===== src/core/alu_cfg.svh =====
// Offsets, field positions, reset values and answer codes for the ALU block.
`ifndef ALU_CFG_SVH
`define ALU_CFG_SVH

// ----------------------------------------------------------------------
// Register byte offsets
// ----------------------------------------------------------------------
`define ACC_OFFSET 8'h00
`define STATUS_OFFSET 8'h04
`define CTRL_OFFSET 8'h08
`define INFO_OFFSET 8'h0c

// ----------------------------------------------------------------------
// Field positions
// ----------------------------------------------------------------------
`define CTRL_ENABLE_BIT 0
`define INFO_BUSY_BIT 8
`define STATUS_WIDTH 6

// ----------------------------------------------------------------------
// Reset values
// ----------------------------------------------------------------------
`define ACC_RESET 8'h00
`define FLAGS_RESET 6'h00
`define ENABLE_RESET 1'h1
`define SKIP_COUNT_RESET 8'h00

// ----------------------------------------------------------------------
// Bus answers
// ----------------------------------------------------------------------
`define RESP_OKAY 2'h0
`define RESP_SLVERR 2'h2

`endif


===== src/core/alu_pkg.sv =====
// Types shared by the ALU execution block and its helpers.
package alu_pkg;

  // Instructions this datapath executes.
  typedef enum logic [2:0] {
    skip_if_nonzero_op,
    subtract_acc_op,
    subtract_to_memory_op,
    subtract_imm_op,
    swap_nibbles_op
  } op_t;

  // Status flags; carry sits in bit 0.
  typedef struct packed {
    logic compare_zero_flag;
    logic signed_compare_flag;
    logic overflow_flag;
    logic zero_flag;
    logic auxiliary_borrow_flag;
    logic carry_flag;
  } flags_t;

  // Instruction handed over by the decoder.
  typedef struct packed {
    logic valid;
    op_t op;
    logic [7:0] addr;
    logic [7:0] literal;
  } op_req_t;

  // Data memory request.
  typedef struct packed {
    logic rd_en;
    logic wr_en;
    logic [7:0] addr;
    logic [7:0] wdata;
  } mem_req_t;

  // AXI4-Lite master to slave.
  typedef struct packed {
    logic awvalid;
    logic [7:0] awaddr;
    logic wvalid;
    logic [31:0] wdata;
    logic [3:0] wstrb;
    logic bready;
    logic arvalid;
    logic [7:0] araddr;
    logic rready;
  } axil_req_t;

  // AXI4-Lite slave to master.
  typedef struct packed {
    logic awready;
    logic wready;
    logic bvalid;
    logic [1:0] bresp;
    logic arready;
    logic rvalid;
    logic [31:0] rdata;
    logic [1:0] rresp;
  } axil_rsp_t;

endpackage


===== src/core/sub_unit.sv =====
// Eight-bit subtractor with the full set of status flags.
`timescale 1ns/1ns
`default_nettype none
module sub_unit
(
  // Operands
  input wire logic [7:0] minuend,
  input wire logic [7:0] subtrahend,
  // Result
  output logic [7:0] difference,
  output alu_pkg::flags_t flags
);
  import alu_pkg::*;

  logic [8:0] wide;
  logic [4:0] low;

  // Extra top bit of each partial difference is the borrow out.
  assign wide = {1'b0, minuend} - {1'b0, subtrahend};
  assign low = {1'b0, minuend[3:0]} - {1'b0, subtrahend[3:0]};
  assign difference = wide[7:0];

  assign flags.carry_flag = ~wide[8];
  assign flags.auxiliary_borrow_flag = ~low[4];
  assign flags.zero_flag = (wide[7:0] == 8'h00);
  assign flags.overflow_flag = (minuend[7] ^ subtrahend[7]) &
                               (minuend[7] ^ wide[7]);
  // Signed less-than is sign corrected by overflow.
  assign flags.signed_compare_flag = wide[7] ^ flags.overflow_flag;
  assign flags.compare_zero_flag = (wide[7:0] == 8'h00);

endmodule // sub_unit
`default_nettype wire


===== src/core/axil_slave.sv =====
// AXI4-Lite slave front end turning bus beats into register strobes.
`timescale 1ns/1ns
`default_nettype none
module axil_slave
(
  // Clock and synchronised reset
  input wire logic clk,
  input wire logic rst_n,
  // Bus
  input wire alu_pkg::axil_req_t bus_req,
  output alu_pkg::axil_rsp_t bus_rsp,
  // Register write strobe
  output logic wr_en,
  output logic [7:0] wr_addr,
  output logic [31:0] wr_data,
  output logic [3:0] wr_strb,
  input wire logic wr_ok,
  // Register read
  output logic [7:0] rd_addr,
  input wire logic [31:0] rd_data,
  input wire logic rd_ok
);
  import alu_pkg::*;
  `include "alu_cfg.svh"

  typedef struct packed {
    logic aw_held;
    logic [7:0] awaddr;
    logic w_held;
    logic [31:0] wdata;
    logic [3:0] wstrb;
    logic bvalid;
    logic [1:0] bresp;
    logic rvalid;
    logic [31:0] rdata;
    logic [1:0] rresp;
  } slave_state_t;

  slave_state_t s_r;
  slave_state_t s_nxt;

  // Address and data are taken in either order; nothing new is taken
  // while a write answer is still pending, so one write is in flight.
  assign bus_rsp.awready = ~s_r.aw_held & ~s_r.bvalid;
  assign bus_rsp.wready = ~s_r.w_held & ~s_r.bvalid;
  assign bus_rsp.bvalid = s_r.bvalid;
  assign bus_rsp.bresp = s_r.bresp;
  assign bus_rsp.arready = ~s_r.rvalid;
  assign bus_rsp.rvalid = s_r.rvalid;
  assign bus_rsp.rdata = s_r.rdata;
  assign bus_rsp.rresp = s_r.rresp;

  // Strobes toward the register file.
  assign wr_en = s_r.aw_held & s_r.w_held;
  assign wr_addr = s_r.awaddr;
  assign wr_data = s_r.wdata;
  assign wr_strb = s_r.wstrb;
  assign rd_addr = bus_req.araddr;

  // Next state of both channels.
  always_comb
  begin
    s_nxt = s_r;
    if (bus_req.awvalid && bus_rsp.awready)
    begin
      s_nxt.aw_held = 1'b1;
      s_nxt.awaddr = bus_req.awaddr;
    end
    if (bus_req.wvalid && bus_rsp.wready)
    begin
      s_nxt.w_held = 1'b1;
      s_nxt.wdata = bus_req.wdata;
      s_nxt.wstrb = bus_req.wstrb;
    end
    if (wr_en)
    begin
      s_nxt.aw_held = 1'b0;
      s_nxt.w_held = 1'b0;
      s_nxt.bvalid = 1'b1;
      s_nxt.bresp = wr_ok ? `RESP_OKAY : `RESP_SLVERR;
    end
    else if (s_r.bvalid && bus_req.bready)
      s_nxt.bvalid = 1'b0;
    if (bus_req.arvalid && bus_rsp.arready)
    begin
      s_nxt.rvalid = 1'b1;
      s_nxt.rdata = rd_data;
      s_nxt.rresp = rd_ok ? `RESP_OKAY : `RESP_SLVERR;
    end
    else if (s_r.rvalid && bus_req.rready)
      s_nxt.rvalid = 1'b0;
  end

  // State register.
  always_ff @(posedge clk or negedge rst_n)
  begin
    if (!rst_n)
      s_r <= '0;
    else
      s_r <= s_nxt;
  end

endmodule // axil_slave
`default_nettype wire


===== src/core/alu_exec.sv =====
// Execution datapath for skip, subtract and nibble-swap instructions.
//
// Behaviour
// - Nonzero skip reads, rewrites byte, skips if nonzero
// - Taken skip inserts one dummy cycle
// - Zero byte: no skip, continue normally
// - Accumulator minus memory into accumulator
// - Carry cleared on borrow, else set
// - Subtracts update all six status flags
// - Memory-destination subtract writes difference to memory
// - Immediate subtract uses literal, result in accumulator
// - Swap exchanges nibbles, writes byte back
//
// Local design decisions: the AXI4-Lite slave port and the address map.
`timescale 1ns/1ns
`default_nettype none
module alu_exec
(
  // Clock and reset
  input wire logic clk,
  input wire logic rstn,
  // Register bus
  input wire alu_pkg::axil_req_t bus_req,
  output alu_pkg::axil_rsp_t bus_rsp,
  // Decoder side
  input wire alu_pkg::op_req_t op_in,
  output logic op_ready,
  output logic skip_next,
  output logic dummy_cycle,
  // Data memory side
  output alu_pkg::mem_req_t mem_out,
  input wire logic [7:0] mem_rd_data,
  // Core state
  output logic [7:0] accumulator,
  output alu_pkg::flags_t flags
);
  import alu_pkg::*;
  `include "alu_cfg.svh"

  // ----------------------------------------------------------------------
  // Types and state
  // ----------------------------------------------------------------------

  typedef enum logic [1:0] {
    idle_st,
    read_st,
    exec_st,
    dummy_st
  } exec_state_t;

  typedef struct packed {
    exec_state_t st;
    op_t op;
    logic [7:0] addr;
    logic [7:0] literal;
    logic [7:0] acc;
    flags_t flags;
    logic enable;
    logic [7:0] skip_count;
    mem_req_t mem;
    logic skip;
  } core_state_t;

  core_state_t s_r;
  core_state_t s_nxt;

  logic [1:0] rst_sync_r;
  logic rst_n;

  logic wr_en;
  logic [7:0] wr_addr;
  logic [31:0] wr_data;
  logic [3:0] wr_strb;
  logic [7:0] rd_addr;
  logic [31:0] rd_data;

  logic [7:0] operand;
  logic [7:0] difference;
  flags_t sub_flags;
  logic [7:0] swapped;
  logic take_skip;

  // ----------------------------------------------------------------------
  // Reset release
  // ----------------------------------------------------------------------

  // Release is synchronised so every flop on rst_n leaves reset on the same edge.
  always_ff @(posedge clk or negedge rstn)
  begin
    if (!rstn)
      rst_sync_r <= 2'h0;
    else
      rst_sync_r <= {rst_sync_r[0], 1'b1};
  end

  assign rst_n = rst_sync_r[1];

  // ----------------------------------------------------------------------
  // Helpers
  // ----------------------------------------------------------------------

  // True for the four implemented word offsets; shared by both channels.
  function automatic logic mapped(input logic [7:0] a);
    mapped = (a == `ACC_OFFSET) || (a == `STATUS_OFFSET) ||
             (a == `CTRL_OFFSET) || (a == `INFO_OFFSET);
  endfunction

  // True for instructions that fetch an operand from data memory.
  function automatic logic reads_memory(input op_t o);
    reads_memory = (o != subtract_imm_op);
  endfunction

  // True for instructions that produce a difference and flags.
  function automatic logic is_subtract(input op_t o);
    is_subtract = (o == subtract_acc_op) || (o == subtract_to_memory_op) ||
                  (o == subtract_imm_op);
  endfunction

  // ----------------------------------------------------------------------
  // Bus front end
  // ----------------------------------------------------------------------

  axil_slave u_bus
  (
    .clk(clk),
    .rst_n(rst_n),
    .bus_req(bus_req),
    .bus_rsp(bus_rsp),
    .wr_en(wr_en),
    .wr_addr(wr_addr),
    .wr_data(wr_data),
    .wr_strb(wr_strb),
    .wr_ok(mapped(wr_addr)),
    .rd_addr(rd_addr),
    .rd_data(rd_data),
    .rd_ok(mapped(rd_addr))
  );

  // Read multiplexer; unmapped offsets return zero with an error answer.
  always_comb
  begin
    rd_data = 32'h0000_0000;
    case (rd_addr)
      `ACC_OFFSET: rd_data[7:0] = s_r.acc;
      `STATUS_OFFSET: rd_data[`STATUS_WIDTH-1:0] = s_r.flags;
      `CTRL_OFFSET: rd_data[`CTRL_ENABLE_BIT] = s_r.enable;
      `INFO_OFFSET:
      begin
        rd_data[7:0] = s_r.skip_count;
        rd_data[`INFO_BUSY_BIT] = (s_r.st != idle_st);
      end
      default: rd_data = 32'h0000_0000;
    endcase
  end

  // ----------------------------------------------------------------------
  // Datapath
  // ----------------------------------------------------------------------

  assign operand = (s_r.op == subtract_imm_op) ? s_r.literal : mem_rd_data;

  sub_unit u_sub
  (
    .minuend(s_r.acc),
    .subtrahend(operand),
    .difference(difference),
    .flags(sub_flags)
  );

  assign swapped = {mem_rd_data[3:0], mem_rd_data[7:4]};

  assign take_skip = (s_r.op == skip_if_nonzero_op) &&
                     (mem_rd_data != 8'h00);

  // ----------------------------------------------------------------------
  // Sequencer
  // ----------------------------------------------------------------------

  // A new instruction is accepted only when idle and software enabled it.
  assign op_ready = (s_r.st == idle_st) && s_r.enable;

  // Next state. Register writes from software land first so that an
  // instruction finishing in the same cycle overrides them; the core's
  // own result is the newer architectural value.
  always_comb
  begin
    s_nxt = s_r;
    s_nxt.mem.rd_en = 1'b0;
    s_nxt.mem.wr_en = 1'b0;
    s_nxt.skip = 1'b0;

    // Software access to the control and state registers.
    if (wr_en && wr_strb[0])
    begin
      case (wr_addr)
        `ACC_OFFSET: s_nxt.acc = wr_data[7:0];
        `STATUS_OFFSET: s_nxt.flags = wr_data[`STATUS_WIDTH-1:0];
        `CTRL_OFFSET: s_nxt.enable = wr_data[`CTRL_ENABLE_BIT];
        default: s_nxt.acc = s_nxt.acc;
      endcase
    end

    unique case (s_r.st)
      idle_st:
      begin
        if (op_in.valid && op_ready)
        begin
          s_nxt.op = op_in.op;
          s_nxt.addr = op_in.addr;
          s_nxt.literal = op_in.literal;
          s_nxt.mem.addr = op_in.addr;
          if (reads_memory(op_in.op))
          begin
            s_nxt.mem.rd_en = 1'b1;
            s_nxt.st = read_st;
          end
          else
            s_nxt.st = exec_st;
        end
      end

      // Memory samples the address here; data is back next cycle.
      read_st:
        s_nxt.st = exec_st;

      exec_st:
      begin
        s_nxt.st = idle_st;
        if (is_subtract(s_r.op))
          s_nxt.flags = sub_flags;
        unique case (s_r.op)
          skip_if_nonzero_op:
          begin
            s_nxt.mem.wr_en = 1'b1;
            s_nxt.mem.wdata = mem_rd_data;
            if (take_skip)
            begin
              s_nxt.skip = 1'b1;
              s_nxt.skip_count = s_r.skip_count + 8'h01;
              s_nxt.st = dummy_st;
            end
          end
          subtract_acc_op,
          subtract_imm_op:
            s_nxt.acc = difference;
          subtract_to_memory_op:
          begin
            s_nxt.mem.wr_en = 1'b1;
            s_nxt.mem.wdata = difference;
          end
          swap_nibbles_op:
          begin
            s_nxt.mem.wr_en = 1'b1;
            s_nxt.mem.wdata = swapped;
          end
          default: s_nxt.st = idle_st;
        endcase
      end

      dummy_st:
        s_nxt.st = idle_st;
    endcase
  end

  // State register.
  always_ff @(posedge clk or negedge rst_n)
  begin
    if (!rst_n)
    begin
      s_r <= '0;
      s_r.st <= idle_st;
      s_r.op <= skip_if_nonzero_op;
      s_r.acc <= `ACC_RESET;
      s_r.flags <= `FLAGS_RESET;
      s_r.enable <= `ENABLE_RESET;
      s_r.skip_count <= `SKIP_COUNT_RESET;
    end
    else
      s_r <= s_nxt;
  end

  // ----------------------------------------------------------------------
  // Outputs
  // ----------------------------------------------------------------------

  // All from flops; skip_next and dummy_cycle coincide in the dummy cycle.
  assign mem_out = s_r.mem;
  assign accumulator = s_r.acc;
  assign flags = s_r.flags;
  assign skip_next = s_r.skip;
  assign dummy_cycle = (s_r.st == dummy_st);

endmodule // alu_exec
`default_nettype wire


===== config.mk =====
export PLATFORM = sky130hd
export DESIGN_NAME = alu_exec
export DESIGN_NICKNAME = d
export VERILOG_FILES = /design/src/core/alu_pkg.sv /design/src/core/sub_unit.sv /design/src/core/axil_slave.sv /design/src/core/alu_exec.sv
export VERILOG_INCLUDE_DIRS = /design/src /design/src/core
export SDC_FILE = /design/constraint.sdc
export NUM_CORES = 1
export LEC_CHECK = 0
export BUFFER_PORTS_ARGS = -buffer_cell sky130_fd_sc_hd__buf_2
export CAP_MARGIN = 40
export CELL_PAD_IN_SITES_DETAIL_PLACEMENT = 1
export CELL_PAD_IN_SITES_GLOBAL_PLACEMENT = 1
export CORE_ASPECT_RATIO = 0.7
export CORE_MARGIN = 2
export CORE_UTILIZATION = 43
export CTS_CLUSTER_DIAMETER = 40
export DETAILED_ROUTE_END_ITERATION = 12
export GPL_TIMING_DRIVEN = 0
export MAX_ROUTING_LAYER = met4
export PLACE_DENSITY_LB_ADDON = 0.1
export SYNTH_ARGS = -nofsm -noshare
export SYNTH_HDL_FRONTEND = slang
export SYNTH_HIERARCHICAL = 1
export SYNTH_SLANG_ARGS = --single-unit

===== constraint.sdc =====
create_clock -name clk -period 5.6 [get_ports clk]
set_clock_uncertainty 0.2 [all_clocks]
set_input_delay 0.84 -clock clk [delete_from_list [all_inputs] [get_ports clk]]
set_output_delay 0.84 -clock clk [all_outputs]
set_load 0.02 [all_outputs]

==> results_dict.tcl <==
set metrics [dict create \
    grt_overflow 0 \
    critical_path_arrival_ns 4.21 \
    clkSinkCount 112 \
    totalNegativeSetupSlack_ns 0 \
    final_critical_path_setup_slack_ns 1.47 \
    num_ports 163 \
    timing.critical_path.from "s_r[60]$_DFFE_PN0P_" \
    hold_violations 0 \
    detail_route_met3_wl_um 545 \
    start_kind "flip-flop" \
    die_h_um 104 \
    maximum_number_of_pins_on_one_net_before_global_route_repair 61 \
    result_of_the_run "finished, final reports clean" \
    fin_worst_hold_slack_ns 0.0548 \
    regToRegStartpoint "s_r[60]$_DFFE_PN0P_" \
    grt_first_pass_wirelength_um 24000 \
    timing_worst_slew_pin_value_ns 0.830 \
    end_kind "flip-flop" \
    synth.avg_cell_area_um2 11.3 \
    final-max-slew-violation-count 0 \
    routed_wl_um 14300 \
    post_route_cells_drive_above_1_share 0.485 \
    via_count_of_the_first_global_routing_pass 4641 \
    fp.dieArea_um2 15100 \
    cts_made_buffers 9 \
    power_per_cell_area_nw_per_um2 464 \
    number_of_diodes 0 \
    maximum_vdd_ir_drop_mv 0.189 \
    timing.final.setup_violations 0 \
    detailroute.wirelength.met2_um 7050 \
    finalWorstPathRequiredPeriod_ns 4.13 \
    insertion_delay_ns 0.35 \
    fin_total_pwr_mw 3.41 \
    route.antenna.remaining_nets 0 \
    netlist_instances 538 \
    drt-initial-drc-count 120 \
    post-place-ws_ns 1.56 \
    slew-limit-headroom 0.447 \
    cts_htree_levels 3 \
    wl_met1_um 6640 \
    worst-path-max-fanout 8 \
    area_growth_pct 20.7 \
    cts_setup_buffers 0 \
    first_pass_iters 4 \
    syn_area_um2 6080 \
    power.leakage_nw 3.86 \
    min_path_type "in -> async" \
    dp.final_hpwl_um 11100 \
    clock_tree.root_cell "sky130_fd_sc_hd__clkbuf_16" \
    post_cts_resize_count 0 \
    max_freq_mhz 242 \
    port_buffers 125 \
    grt_setup_unrepaired "no" \
    maxCapViolCount 0 \
    route.detailed.wl_per_inst_um 16.1 \
    cts_tree "done" \
    drt_drc_violations_left 0 \
    path_clk_slew_ns 0.08 \
    total_number_of_vias 4320 \
    routability_driven_placement_congestion_ratio 0.805 \
    grtUsageTotal 0.202 \
    cp.required_ns 5.68 \
    via_per_inst 4.84 \
    die_w_um 146 \
    critical_path_class "reg -> reg" \
    floorplan.initialDensity 0.438 \
    topRoutingLayerUsed "met4" \
    share_of_the_clock_period_used_by_the_worst_path_after_layout 0.738 \
    floorplan.rows 36 \
    design.core.area_um2 13900 \
    hold_buffers 0 \
    antenna_violations_before_repair 0 \
    synth_warnings 6 \
    clock_path_buffers 2 \
    final_net_count 796 \
]
flip-flops by register name, summed over array words and instances (netlist names):
register and cells:
accumulator 8, flags 6, mem_out 18, rst_sync_r 2
s_r 22, skip_next 1, u_bus/bus_rsp 36, u_bus/s_r 2
u_bus/wr_addr 8, u_bus/wr_data 8, u_bus/wr_strb 1
layout by cell type, fill, tap and decap left out, types with 3 or more instances in the layout:
cell                        count
sky130_fd_sc_hd__and3_1         4
sky130_fd_sc_hd__nor4_1         3
sky130_fd_sc_hd__nor3b_1        3
sky130_fd_sc_hd__mux2_4         9
sky130_fd_sc_hd__dfrtp_1      110
sky130_fd_sc_hd__nand4_1        4
sky130_fd_sc_hd__clkbuf_1       9
sky130_fd_sc_hd__inv_1         21
sky130_fd_sc_hd__nor2_1        40
sky130_fd_sc_hd__clkbuf_16      9
sky130_fd_sc_hd__o22a_1         7
sky130_fd_sc_hd__mux2_2        69
sky130_fd_sc_hd__mux2i_1       21
sky130_fd_sc_hd__conb_1        26
sky130_fd_sc_hd__and2_1         3
sky130_fd_sc_hd__a21oi_1       24
sky130_fd_sc_hd__o22ai_1        8
sky130_fd_sc_hd__o21ai_0       14
sky130_fd_sc_hd__xor2_1         4
sky130_fd_sc_hd__xnor2_1        7
sky130_fd_sc_hd__buf_2        132
sky130_fd_sc_hd__nand2_1       14
sky130_fd_sc_hd__ha_1           9
sky130_fd_sc_hd__buf_4         96
sky130_fd_sc_hd__nand2b_1       5
worst max-delay path, cell delays in order (launching register included):
cell and delay (ns):
sky130_fd_sc_hd__dfrtp_1 0.45, sky130_fd_sc_hd__nand3b_1 0.43, sky130_fd_sc_hd__mux2_2 0.34, sky130_fd_sc_hd__inv_1 0.04, sky130_fd_sc_hd__ha_1 0.34, sky130_fd_sc_hd__o21ai_0 0.10, sky130_fd_sc_hd__a21oi_1 0.25, sky130_fd_sc_hd__o31a_1 0.20
sky130_fd_sc_hd__o21a_1 0.13, sky130_fd_sc_hd__nor2_1 0.06, sky130_fd_sc_hd__fa_1 0.54, sky130_fd_sc_hd__nand3_1 0.09, sky130_fd_sc_hd__or3_1 0.33, sky130_fd_sc_hd__nor4_2 0.23, sky130_fd_sc_hd__buf_4 0.16, sky130_fd_sc_hd__nor2_1 0.03
sky130_fd_sc_hd__a21oi_1 0.11
worst paths after layout:
path                                            to  slack, ns  cells after the start
min                        rst_sync_r[1]$_DFF_PN0_       0.05                      1
max in group asynchronous      s_r[27]$_DFFE_PN1P_       4.17                      1
min reg2reg                rst_sync_r[1]$_DFF_PN0_       0.16                      0
max                             flags[5]$_DFF_PN0_       1.47                     16
min in group clk           rst_sync_r[1]$_DFF_PN0_       0.16                      0
max reg2reg                     flags[5]$_DFF_PN0_       1.47                     16
power breakdown:
group | switching [mW] | total [mW] | internal, mW
logic | 0.746 | 1.50 | 0.757
registers | 0.223 | 1.29 | 1.06
clock network | 0.309 | 0.619 | 0.310
cell type report:
class                      count  area, um^2
fill                        1629        6530
sequential                   112        2810
multi-input combinational    313        2440
buffer                       115         848
timing repair buffer         126         653
tap                          190         238
clock buffer                  10         229
inverter                      21        78.8
clock inverter                 6        51.3
metal layers:
metal | GRT usage | vias to the layer above
met4 | 0.0388 | 0
li1 | - | 2043
met5 | - | -
met3 | 0.0379 | 9
met2 | 0.337 | 89
met1 | 0.262 | 2179
metrics by stage:
stage	utilization	area, um^2	std cells
2_1_floorplan	-	6170	561
3_3_place_gp	0.507	7030	876
3_5_place_dp	0.509	7060	877
4_1_cts	0.529	7340	893
5_1_grt	0.529	7340	893
6_report	0.529	7340	893
No activity file was read; power rests on OpenSTA's default activity.
